## config.mk

```make
export PLATFORM = sky130hd
export DESIGN_NAME = tam_access_ctrl
export DESIGN_NICKNAME = d
export VERILOG_FILES = /design/src/inc/tam_pkg.sv /design/src/tam_cmd_pulse.sv /design/src/tam_access_ctrl.sv
export SDC_FILE = /design/constraint.sdc
export NUM_CORES = 1
export LEC_CHECK = 0
export ABC_AREA = 1
export BUFFER_PORTS_ARGS = -buffer_cell sky130_fd_sc_hd__buf_2
export CAP_MARGIN = 20
export CELL_PAD_IN_SITES_DETAIL_PLACEMENT = 1
export CELL_PAD_IN_SITES_GLOBAL_PLACEMENT = 2
export CORE_MARGIN = 3
export CORE_UTILIZATION = 23
export CTS_CLUSTER_DIAMETER = 120
export CTS_CLUSTER_SIZE = 28
export DETAILED_ROUTE_END_ITERATION = 6
export GPL_TIMING_DRIVEN = 1
export PLACE_DENSITY_LB_ADDON = 0.3
export SYNTH_ARGS = -nofsm -noshare
export SYNTH_HDL_FRONTEND = slang
export SYNTH_HIERARCHICAL = 1
export SYNTH_SLANG_ARGS = --single-unit
```

## constraint.sdc

```tcl
create_clock -name clk -period 1.5 [get_ports clk]
set_input_delay 0.075 -clock clk [delete_from_list [all_inputs] [get_ports clk]]
set_output_delay 0.075 -clock clk [all_outputs]
set_load 0.01 [all_outputs]
```

## src/inc/tam_pkg.sv

```systemverilog
// constants and types for the test access mode control block
package tam_pkg;
  typedef enum logic [1:0] {
    TAM_USER_NONE = 2'b00,
    TAM_USER_CRAFT = 2'b01,
    TAM_USER_TL1 = 2'b10,
    TAM_USER_EM = 2'b11
  } tam_user_t;

  typedef enum logic [1:0] {
    TAM_LC_INTERNAL = 2'b00,
    TAM_LC_AMI = 2'b01,
    TAM_LC_B8ZS = 2'b10
  } tam_code_t;

  typedef enum logic [3:0] {
    TAM_MODE_DISABLE = 4'b0000,
    TAM_MODE_MON_A = 4'b0001,
    TAM_MODE_MON_B = 4'b0010,
    TAM_MODE_SPLIT_A = 4'b0011,
    TAM_MODE_SPLIT_B = 4'b0100,
    TAM_MODE_SPLIT_E = 4'b0101,
    TAM_MODE_SPLIT_F = 4'b0110,
    TAM_MODE_SPLIT_EL = 4'b0111,
    TAM_MODE_SPLIT_FL = 4'b1000,
    TAM_MODE_LOOP_E = 4'b1001,
    TAM_MODE_LOOP_F = 4'b1010
  } tam_mode_t;

  typedef enum logic [1:0] {
    TAM_PAT_QUASI_RANDOM = 2'b00,
    TAM_PAT_OTHER = 2'b01
  } tam_pat_t;

  localparam logic [2:0] TAM_GROUP_MIN = 3'h1;
  localparam logic [2:0] TAM_GROUP_MAX = 3'h7;
  localparam logic [2:0] TAM_SLOT_MIN = 3'h1;
  localparam logic [2:0] TAM_SLOT_MAX = 3'h4;
  localparam logic [2:0] TAM_GROUP_RESET = 3'h1;
  localparam logic [2:0] TAM_SLOT_RESET = 3'h1;
  localparam logic [4:0] TAM_ACC_NONE = 5'h00;
endpackage

```

## src/tam_cmd_pulse.sv

```systemverilog
// one-cycle drop and insert command register
`timescale 1ns/1ns
module tam_cmd_pulse (
  input wire logic clk,
  input wire logic rst_n,
  input wire logic fire,
  output logic pulse
);
  always_ff @(posedge clk) begin
    if (!rst_n) begin
      pulse <= 1'b0;
    end else begin
      pulse <= fire;
    end
  end
endmodule

```

## src/tam_access_ctrl.sv

```systemverilog
// test access mode control and interlock logic
`timescale 1ns/1ns
// How it works
// - a tl1 connect request sets the controlling user to tl1 by itself.
// - a local terminal write of tl1 as controlling user is rejected.
// - the controlling user may also be the element manager.
// - line code is internal, ami or b8zs and resets to internal.
// - internal line code disables the front jacks and selects generator and detector.
// - an intrusive mode with internal line code forces the quasi-random unframed pattern.
// - the test circuit is group 1 to 7 and slot 1 to 4, resetting to 1-1.
// - the test circuit changes only while the mode is disabled.
// - a committed mode change commands the mux to drop and insert; mode resets to disabled.
// - disabled mode gives neither monitor nor split access.
// - writing disabled stops any running measurement like a stop command.
// - entering disabled restores the circuit to its normal path.
// - monitor-a attaches the detector to the a pair without breaking it.
// - monitor-b attaches the detector to the b pair without breaking it.
// - a controlling user of none forces the mode to disabled.
module tam_access_ctrl
  import tam_pkg::*;
(
  input wire logic clk,
  input wire logic rst_n,
  input wire logic tl1Connect,
  input wire logic userWrite,
  input wire logic [1:0] userWriteData,
  input wire logic emWrite,
  input wire logic codeWrite,
  input wire logic [1:0] codeWriteData,
  input wire logic circuitWrite,
  input wire logic [2:0] circuitGroupIn,
  input wire logic [2:0] circuitSlotIn,
  input wire logic modeWrite,
  input wire logic [3:0] modeWriteData,
  input wire logic measStart,
  input wire logic measStop,
  output logic [1:0] currentUser,
  output logic [1:0] lineCode,
  output logic [2:0] circuitGroup,
  output logic [2:0] circuitSlot,
  output logic [3:0] accessMode,
  output logic dropInsertCmd,
  output logic frontJacksEnable,
  output logic internalTestSel,
  output logic [1:0] patternType,
  output logic patternUnframed,
  output logic measRunning,
  output logic monitorAttachA,
  output logic monitorAttachB,
  output logic splitActive,
  output logic normalPath,
  output logic tl1Rejected
);
  // current state registers
  tam_user_t user;
  tam_code_t code;
  tam_mode_t mode;
  tam_pat_t pat;

  function automatic logic modeDefined(input logic [3:0] m);
    modeDefined = (m <= TAM_MODE_LOOP_F);
  endfunction

  function automatic logic isIntrusive(input tam_mode_t m);
    isIntrusive = (m != TAM_MODE_DISABLE) && (m != TAM_MODE_MON_A) && (m != TAM_MODE_MON_B);
  endfunction

  function automatic logic inRange(input logic [2:0] v, input logic [2:0] lo,
                                   input logic [2:0] hi);
    inRange = (v >= lo) && (v <= hi);
  endfunction

  // decode of writes
  wire logic craftTl1Try = userWrite && (userWriteData == TAM_USER_TL1);
  wire logic userOk = userWrite && !craftTl1Try;
  wire logic modeOk = modeWrite && modeDefined(modeWriteData);
  wire logic codeOk = codeWrite && (codeWriteData != 2'b11);
  wire logic grpOk = inRange(circuitGroupIn, TAM_GROUP_MIN, TAM_GROUP_MAX);
  wire logic slotOk = inRange(circuitSlotIn, TAM_SLOT_MIN, TAM_SLOT_MAX);
  wire logic circuitOk = circuitWrite && grpOk && slotOk && (mode == TAM_MODE_DISABLE);

  // next user
  tam_user_t next_user;
  always_comb begin
    next_user = user;
    if (userOk) begin
      next_user = tam_user_t'(userWriteData);
    end
    if (emWrite) begin
      next_user = TAM_USER_EM;
    end
    if (tl1Connect) begin
      next_user = TAM_USER_TL1;
    end
  end

  // next mode
  tam_mode_t next_mode;
  always_comb begin
    next_mode = mode;
    if (modeOk) begin
      next_mode = tam_mode_t'(modeWriteData);
    end
    if (next_user == TAM_USER_NONE) begin
      next_mode = TAM_MODE_DISABLE;
    end
  end

  // derived next values
  wire logic modeChange = (next_mode != mode);
  wire logic stopNow = measStop || (modeOk && (modeWriteData == TAM_MODE_DISABLE));
  wire logic intrusiveInt = isIntrusive(next_mode) && (code == TAM_LC_INTERNAL);
  wire logic startOk = measStart && (next_mode != TAM_MODE_DISABLE);
  wire logic next_jacks = codeOk ? (codeWriteData != TAM_LC_INTERNAL)
                                 : (code != TAM_LC_INTERNAL);
  wire logic next_internal = !next_jacks;
  wire logic next_attachA = (next_mode == TAM_MODE_MON_A);
  wire logic next_attachB = (next_mode == TAM_MODE_MON_B);
  wire logic next_split = isIntrusive(next_mode);

  logic modeChanged;

  // user, mode and command stage
  always_ff @(posedge clk) begin
    if (!rst_n) begin
      user <= TAM_USER_NONE;
      mode <= TAM_MODE_DISABLE;
      modeChanged <= 1'b0;
      tl1Rejected <= 1'b0;
    end else begin
      user <= next_user;
      mode <= next_mode;
      modeChanged <= modeChange;
      tl1Rejected <= craftTl1Try;
    end
  end

  // line code
  always_ff @(posedge clk) begin
    if (!rst_n) begin
      code <= TAM_LC_INTERNAL;
    end else if (codeOk) begin
      code <= tam_code_t'(codeWriteData);
    end
  end

  // test circuit
  always_ff @(posedge clk) begin
    if (!rst_n) begin
      circuitGroup <= TAM_GROUP_RESET;
      circuitSlot <= TAM_SLOT_RESET;
    end else if (circuitOk) begin
      circuitGroup <= circuitGroupIn;
      circuitSlot <= circuitSlotIn;
    end
  end

  // generator pattern
  always_ff @(posedge clk) begin
    if (!rst_n) begin
      pat <= TAM_PAT_QUASI_RANDOM;
      patternUnframed <= 1'b1;
    end else if (modeChange && intrusiveInt) begin
      pat <= TAM_PAT_QUASI_RANDOM;
      patternUnframed <= 1'b1;
    end
  end

  // measurement
  always_ff @(posedge clk) begin
    if (!rst_n) begin
      measRunning <= 1'b0;
    end else if (stopNow) begin
      measRunning <= 1'b0;
    end else if (startOk) begin
      measRunning <= 1'b1;
    end
  end

  // line code paths
  always_ff @(posedge clk) begin
    if (!rst_n) begin
      frontJacksEnable <= 1'b0;
      internalTestSel <= 1'b1;
    end else begin
      frontJacksEnable <= next_jacks;
      internalTestSel <= next_internal;
    end
  end

  // access paths
  always_ff @(posedge clk) begin
    if (!rst_n) begin
      monitorAttachA <= 1'b0;
      monitorAttachB <= 1'b0;
      splitActive <= 1'b0;
      normalPath <= 1'b1;
    end else begin
      monitorAttachA <= next_attachA;
      monitorAttachB <= next_attachB;
      splitActive <= next_split;
      normalPath <= !next_split;
    end
  end

  assign currentUser = user;
  assign lineCode = code;
  assign accessMode = mode;
  assign patternType = pat;

  tam_cmd_pulse u_cmd (
    .clk(clk),
    .rst_n(rst_n),
    .fire(modeChanged),
    .pulse(dropInsertCmd)
  );
endmodule

```

# Word-level counts from Yosys, hierarchy flattened
# Cells that the tools add are included.
[totals]
register_bits = 24
out_inout_bits = 26
[classes]
order_cmp = 5
n_eq_ne = 7
muxes = 6
bitwise_logic = 1
n_reduce_logical = 24
[ops]
columns = ["cell", "count"]
rows = [
  ["logical AND 1 bit", 13],
  ["logical NOT 4 bit", 2],
  ["2-to-1 mux 4 bit", 2],
  ["greater-or-equal comparator 3 x 1 -> 1 bit (second input constant)", 2],
  ["less-or-equal comparator 3 bit (second input constant)", 2],
  ["2-to-1 mux 2 bit", 3],
  ["equality test 4 x 1 -> 1 bit (second input constant)", 1],
  ["equality test 4 x 2 -> 1 bit (second input constant)", 1],
  ["less-or-equal comparator 4 bit (second input constant)", 1],
  ["!= test 4 x 1 -> 1 bit (second input constant)", 1],
  ["!= test 4 x 2 -> 1 bit (second input constant)", 1],
  ["!= test 4 bit", 1],
  ["nonzero test 2 bit", 2],
  ["nonzero test 4 bit", 1],
  ["logical NOT 1 bit", 3],
  ["equality test 2 bit (second input constant)", 1],
  ["logical NOT 2 bit", 1],
  ["!= test 2 bit (second input constant)", 1],
  ["OR reduction 2 bit", 1],
  ["logical OR 1 bit", 1],
  ["2-to-1 mux 1 bit", 1],
  ["inverter 1 bit", 1],
]

# Logic depth before layout (Yosys ltp)
# Gate-level depths: netlist of run 1.
[logic_depth]
ltp_word = 13
ltp_mapped = 12
depth_no_buf = 12

# Hierarchy
# The synthesis of run 1 kept the hierarchy.
[by_module_without_submodules]
columns = ["mod", "n_inst", "cells_per_inst", "area_per_inst_um2", "seq_area_each_um2"]
rows = [
  ["tam_access_ctrl", 1, 145, 1053.5, 460.4],
  ["tam_cmd_pulse", 1, 3, 27.5, 20.0],
]

# Worst setup path before layout of run 1
# No wires, ideal clock.
[synth_timing]
path_type = "register to register"
from = "register mode[3], in the netlist accessMode[3]"
to = "register circuitSlot[2]"
setup_time_ns = 0.070
arrival_ns = 1.077
required_ns = 1.430
setup_slack_ns = 0.353
path_stages_with_launch = 8
synth_period_minus_slack_ns = 1.147
path_cell_list = "dfxtp_1 inv_1 nand3_1 nor3_1 nand2_1 inv_1 o21ai_0 a21oi_1"
[synth_between]
elab_chain_len = 2
[synth_rtl]
columns = ["element", "line", "rtl"]
rows = [
  ["start, declared", "tam_access_ctrl.sv:57", "tam_mode_t mode;"],
  ["start signal, assigned", "tam_access_ctrl.sv:132", "mode <= next_mode;"],
  ["logical NOT 4 bit", "tam_access_ctrl.sv:80", "wire logic circuitOk = circuitWrite && grpOk && slotOk && (mode == TAM_MODE_DISABLE);"],
  ["logical AND 1 bit", "tam_access_ctrl.sv:80", ""],
  ["end signal, assigned", "tam_access_ctrl.sv:154", "circuitSlot <= circuitSlotIn;"],
  ["end, declared", "tam_access_ctrl.sv:40", "output logic [2:0] circuitSlot,"],
]
# No other way between the ends.
# A chain may end at the register's enable or synchronous reset.

# Worst setup path after layout of run 1
[layout_timing]
from = "register mode[1], in the netlist accessMode[1]"
to = "register circuitSlot[2]"
# Same word-level chain as after synthesis.

==> results of run 1 <==
[path summary, 6_finish.rpt]
kind | cells past startpoint | start | slack, ps | endpoint
worst max-delay path | 7 | accessMode[1] | 220 | circuitSlot[2]
worst min-delay path | 3 | circuitSlotIn[0] | 30 | circuitSlot[0]
worst max register to register | 7 | accessMode[1] | 220 | circuitSlot[2]
worst min register to register | 2 | modeChanged | 420 | u_cmd/pulse
[synth_stat cells (2+ instances only)]
cell type and number:
a21oi_1 3, a21oi_4 2, buf_4 3, conb_1 2
dfxtp_1 24, inv_1 15, inv_2 3, nand2_1 30
nand2_2 9, nand2_4 2, nand3_1 13, nor2_1 22
nor3_1 3, nor4_1 2, o21ai_0 8
[per-stage QoR]
| step | util (%) | setup slack (ps) | power [mW] | cell area, um2 |
|---|---|---|---|---|
| 2_1_floorplan | - | 353.0 | 0.9001 | 1085 |
| 3_3_place_gp | 30.46 | 249.3 | 1.005 | 1354 |
| 3_5_place_dp | 30.46 | 187.0 | 1.016 | 1354 |
| 4_1_cts | 32.29 | 4.680 | 1.604 | 1435 |
| 5_1_grt | 33.31 | 23.47 | 1.686 | 1480 |
| 6_report | 33.31 | 221.5 | 1.586 | 1480 |
[cells by family (layout without fill, tap and decap cells)]
| group | count (synthesis) | after routing | share of synthesized area (%) |
|---|---|---|---|
| compound gates | 16 | 16 | 10.18 |
| xor+xnor | 1 | 1 | 0.8103 |
| buf+inv | 23 | 71 | 9.027 |
| flops | 24 | 24 | 44.44 |
| other cells | 2 | 3 | 0.6947 |
| simple gates | 82 | 83 | 34.84 |
[repair_timing]
action	in CTS	in global routing
resized for setup	0	8
setup endpoints to repair	0	7
hold buffers	1	0
endpoints found under the hold margin	1	0
setup buffers	0	2
[report_power, final]
part / switching (mW) / internal (mW) / leakage (nW)
clock: 0.218 / 0.357 / 0.0357
combinational: 0.185 / 0.119 / 0.542
sequential: 0.0225 / 0.684 / 0.198
[sequential cells by signal, summed over array words and instances (netlist names), 2 cells and up]
signal	flops
accessMode	4
currentUser	2
circuitGroup	3
lineCode	2
circuitSlot	3
[placed cells by master, fill, tap and decap left out, types with 3 or more instances in the layout]
cell / count
buf_2: 45
nand2_1: 29
dfxtp_1: 24
nor2_1: 21
inv_1: 14
nand3_1: 13
nand2_2: 8
o21ai_0: 8
nand2_4: 5
inv_2: 4
a21oi_1: 3
nor3_1: 3
conb_1: 3
clkbuf_8: 3
[per-layer routing]
| layer | track usage [%] | routed length, um | up-vias |
|---|---|---|---|
| met5 | 0 | 0 | - |
| met3 | 2.162 | 112 | 2 |
| li1 | - | - | 558 |
| met2 | 21.85 | 1727 | 20 |
| met1 | 11.47 | 1252 | 519 |
| met4 | 2.964 | 15 | 0 |
[worst reg2reg max path, delay by kind of cell (launching register included)]
family	cells	cell delay, ps
and+or+nand+nor	3	410
AOI/OAI and AO/OA	2	210
DFF	1	350
buffers and inverters	2	240
[cell type report]
cell class	count	area, um2	area share [%]
Inverter	19	71.32	4.818
Clock inverter	1	30.03	2.029
Sequential cell	24	480.5	32.46
Multi-Input combinational cell	103	539.3	36.43
Tap cell	52	65.06	4.396
Timing Repair Buffer	48	252.7	17.08
Clock buffer	3	41.29	2.790
==> out/metrics.yaml, run 1 <==
status:
  status: "finished, final reports clean"
routing:
  vias: 1099
  wl_per_cell_um: 12.43
  drtAntennaViolNets: 0
  drtIter0Drc: 20
  totalWireLength_um: 3108
  drc: 0
  drt_pass1_iterations: 3
  vias_per_cell: 4.396
clock_network:
  cts_made_buffers: 3
  clockBufferDepth: 2
  root_buffer: "clkbuf_8"
  path_clk_slew_ps: 90
  cts.htree.levels: 1
  cts_tree: "yes"
  cts_num_sinks: 24
  clock_latency_ps: 270
setup_path:
  cpPeakStageDelay_ps: 350
  cp.arrival_ps: 1480
  setup.worst_path.class: "reg2reg"
  cp_cell_sequence: "inv_1 > nand2_1 > nor3_1 > nand2_1 > inv_2 > o21ai_0 > a21oi_1"
  slowest_stage: "dfxtp_1"
  path_buf_inv: 2
  crit_family: "simple AND/OR/NAND/NOR gates"
  required_ps: 1700
  start_kind: "register"
  crit_path_frequent_cell: "nand2_1"
  critPathCaptureType: "register"
  path_max_fanout: 7
sta:
  fin_crit_sh_pct: 85.23
  final.setup.tns_ps: 0
  hold_viol: 0
  period_needed_ps: 1279
  finalSetupViolations: 0
  clock.fmax_mhz: 782.2
  finalClockSkew_ps: 3.646
  grt_setup_unrepaired: "false"
  hold_ws_ps: 33.75
  timing.final.max_slew_violations: 0
grt:
  grt_pass1_vias: 1148
  grt_use_total_pct: 10.98
  overflow: 0
  grt_pass1_wl_um: 4761
  grt_max_degree: 15
  antenna_found_initial: 0
floorplan:
  rows: 24
  initial_core_util_pct: 24.32
  die-area_mm2: 0.005558
  die_w_um: 74.56
  ios: 50
  coreArea_mm2: 0.004444
  fp.dieH_um: 74.56
layout:
  final_cells: 250
  num_antenna_cells: 0
  drive_gt1_share_pct: 37.37
  num-fill-cells: 568
  nets: 223
  syn2layout_area_growth_pct: 36.92
synthesis:
  yosysWarnings: 6
  yosysSeqAreaShare_pct: 44.44
  syn_area_per_cell_um2: 7.304
  synth_area_leader_cell: "dfxtp_1"
  syn_inst: 148
  synth_ff_type: "dfxtp_1"
  synth_area_leaders: "dfxtp_1 (44%), nand2_1 (10%), nor2_1 (7.6%)"
  synth.distinct_cells: 22
  synth-edff-count: 0
  yosys.area.top_type_share_pct: 44.44
  syn_area_mm2: 0.001081
  ys_seq_elements: 24
  async_flop_share_pct: 0
power:
  vdd_drop_max_uv: 380.6
  power_density_mw_per_mm2: 1071
  p_leak_nw: 0.7757
placement:
  place_congestion: 0.7733
  dp_cells: 243
  hpwlAfterDp_um: 2514
  portBuffers: 46
worst_hold_path:
  hp-class: "in2reg"
flow_run:
  maxCapViolations: 0
Power figures use the tool's default switching activity.
==> inputs of run 2 (changes only) <==
- CORE_MARGIN: 3 -> 8
==> run 2 against run 1 <==
Final cell count increased by 1.6%. Flip-flop and latch count unchanged. Count of clock-buffer cells in the layout unchanged. Die area up 29%. Critical endpoint unchanged.
==> out/metrics.yaml, run 2 (synthesis results as in run 1) <==
status:
  status: "finished, final reports clean"
clock_network:
  cts_tree: "yes"
  cts_made_buffers: 3  # unchanged
  path_clk_slew_ps: 90  # about the same
  clock_latency_ps: 270  # about the same
  root_buffer: "clkbuf_8"
  clockBufferDepth: 2  # unchanged
  cts.htree.levels: 1  # unchanged
  cts_num_sinks: 24  # unchanged
floorplan:
  rows: 25  # +4.2%
  fp.dieH_um: 84.56  # +13%
  initial_core_util_pct: 23.35  # -0.97 points
  die_w_um: 84.56  # +13%
  die-area_mm2: 0.007150  # +29%
  ios: 50  # unchanged
  coreArea_mm2: 0.004629  # +4.2%
layout:
  largest_reg_flops: 4  # unchanged
  drive_gt1_share_pct: 36.50  # -0.87 points
  syn2layout_area_growth_pct: 37.50
  final_cell_mix: "buf_2 (45), nand2_1 (30), dfxtp_1 (24)"
  num_antenna_cells: 0  # unchanged
  nets: 225  # +0.90%
  post-route-util_pct: 32.11  # -1.2 points
  final_common_cell: "buf_2"
routing:
  drtIter0Drc: 25  # +25%
  wl_per_cell_um: 12.71  # +2.3%
  vias: 1114  # +1.4%
  vias_per_cell: 4.386  # -0.23%
  drc: 0  # unchanged
  drtAntennaViolNets: 0  # unchanged
  totalWireLength_um: 3229  # +3.9%
  drt_pass1_iterations: 4  # +1
placement:
  portBuffers: 46  # unchanged
  place_congestion: 0.8017  # +3.7%
  hpwlAfterDp_um: 2632  # +4.7%
setup_path:
  cp_cell_sequence: "inv_1 > nand2_1 > nor3_1 > nand2_1 > inv_2 > o21ai_0 > a21oi_1"
  crit_family: "simple AND/OR/NAND/NOR gates"
  cpPeakStageDelay_ps: 370  # +20 ps
  critPathCaptureType: "register"
  start_kind: "register"
  cp.arrival_ps: 1530  # +50 ps
  path_max_fanout: 7  # unchanged
  required_ps: 1700  # about the same
  crit_path_frequent_cell: "nand2_1"
  path_buf_inv: 2  # unchanged
  setup.worst_path.class: "reg2reg"
  slowest_stage: "dfxtp_1"
power:
  sequentialPowerShare_pct: 44.5  # about the same
  comb_power_share_pct: 19.5  # +0.3 points
  p_switching_mw: 0.4261  # about the same
  p_int_mw: 1.166  # +0.52%
  p_leak_nw: 0.7843  # +1.1%
  swShare_pct: 26.77  # -0.084 points
  clock_power_share_pct: 36.0  # -0.3 points
  vdd_drop_max_uv: 278.2  # -27%
  power_density_mw_per_mm2: 1071  # about the same
worst_hold_path:
  hp-class: "in2reg"
grt:
  overflow: 0  # unchanged
  grt_max_degree: 15  # unchanged
  grt_use_total_pct: 8.872  # -2.1 points
  antenna_found_initial: 0  # unchanged
  grt_pass1_vias: 1220  # +6.3%
  grt_pass1_wl_um: 5340  # +12%
sta:
  finalClockSkew_ps: 3.987  # +0.3411 ps
  clock.fmax_mhz: 751.9  # -3.9%
  finalSetupViolations: 0  # unchanged
  timing.final.max_slew_violations: 0  # unchanged
  final.setup.tns_ps: 0  # unchanged
  fin_crit_sh_pct: 88.67  # +3.4 points
  slew_headroom_pct: 65.57
  tightest_slew_ps: 511.1
  hold_viol: 0  # unchanged
  period_needed_ps: 1330  # +51.47 ps
  grt_setup_unrepaired: "false"
flow_run:
  maxCapViolations: 0  # unchanged
-- run 2: cell types whose count changed in the layout (fill, tap and decap cells not counted), sizes merged --
cell and delta:
buf +2
-- run 2: power by group through the flow --
| stage | sequential (mW) | clock (mW) | combinational, mW |
|---|---|---|---|
| floorplan | 0.743 | 0 | 0.157 |
| global placement | 0.723 | 0 | 0.285 |
| detailed placement | 0.724 | 0 | 0.294 |
| CTS | 0.710 | 0.596 | 0.297 |
| global route | 0.715 | 0.628 | 0.351 |
| finish | 0.709 | 0.573 | 0.311 |
-- run 2: area by class of cell --
cell class,count,area (um2)
Clock inverter,1,30.03
Inverter,19,71.32
Multi-Input combinational cell,103,528.0
Sequential cell,24,480.5
Tap cell,54,67.56
Clock buffer,3,41.29
Timing Repair Buffer,50,267.8
Fill cell,610,3143
-- run 2: stage by stage --
step	setup WS, ps	hold slack [ps]	instances	total power, mW	area [um2]
finish	170.0	29.71	254	1.592	1486
detailed placement	77.95	269.6	245	1.018	1356
global placement	150.4	260.5	245	1.009	1356
global route	31.52	30.46	254	1.694	1486
floorplan	353.0	154.3	149	0.9001	1085
CTS	32.41	25.41	250	1.603	1438
-- run 2: timing repair --
| action | in CTS | in global routing |
|---|---|---|
| setup buffers | 0 | 4 |
| hold buffers | 1 | 0 |
| resized for setup | 0 | 5 |
| endpoints found under the hold margin | 1 | 0 |
| setup endpoints to repair | 0 | 4 |
-- run 2: worst paths after layout --
kind / from / to / slack [ps] / cells after the start
worst max-delay path: accessMode[0] / circuitSlot[2] / 170 / 7
worst min-delay path: circuitGroupIn[0] / circuitGroup[0] / 30 / 3
worst max register to register: accessMode[0] / circuitSlot[2] / 170 / 7
worst min register to register: modeChanged / u_cmd/pulse / 430 / 2
-- run 2: worst register-to-register path, cell delays in order, from the launching register on --
cell and delay (ps):
dfxtp_1 370, inv_1 90, nand2_1 60, nor3_1 200, nand2_1 180, inv_2 160
o21ai_0 90, a21oi_1 120
-- run 2: routing by layer --
layer | vias up | global-route usage, % | part of all wire [%]
met4 | 0 | 2.427 | 0.37
li1 | 564 | - | -
met3 | 2 | 3.610 | 8.0
met2 | 32 | 14.67 | 47
met5 | - | 0 | 0
met1 | 516 | 10.26 | 45
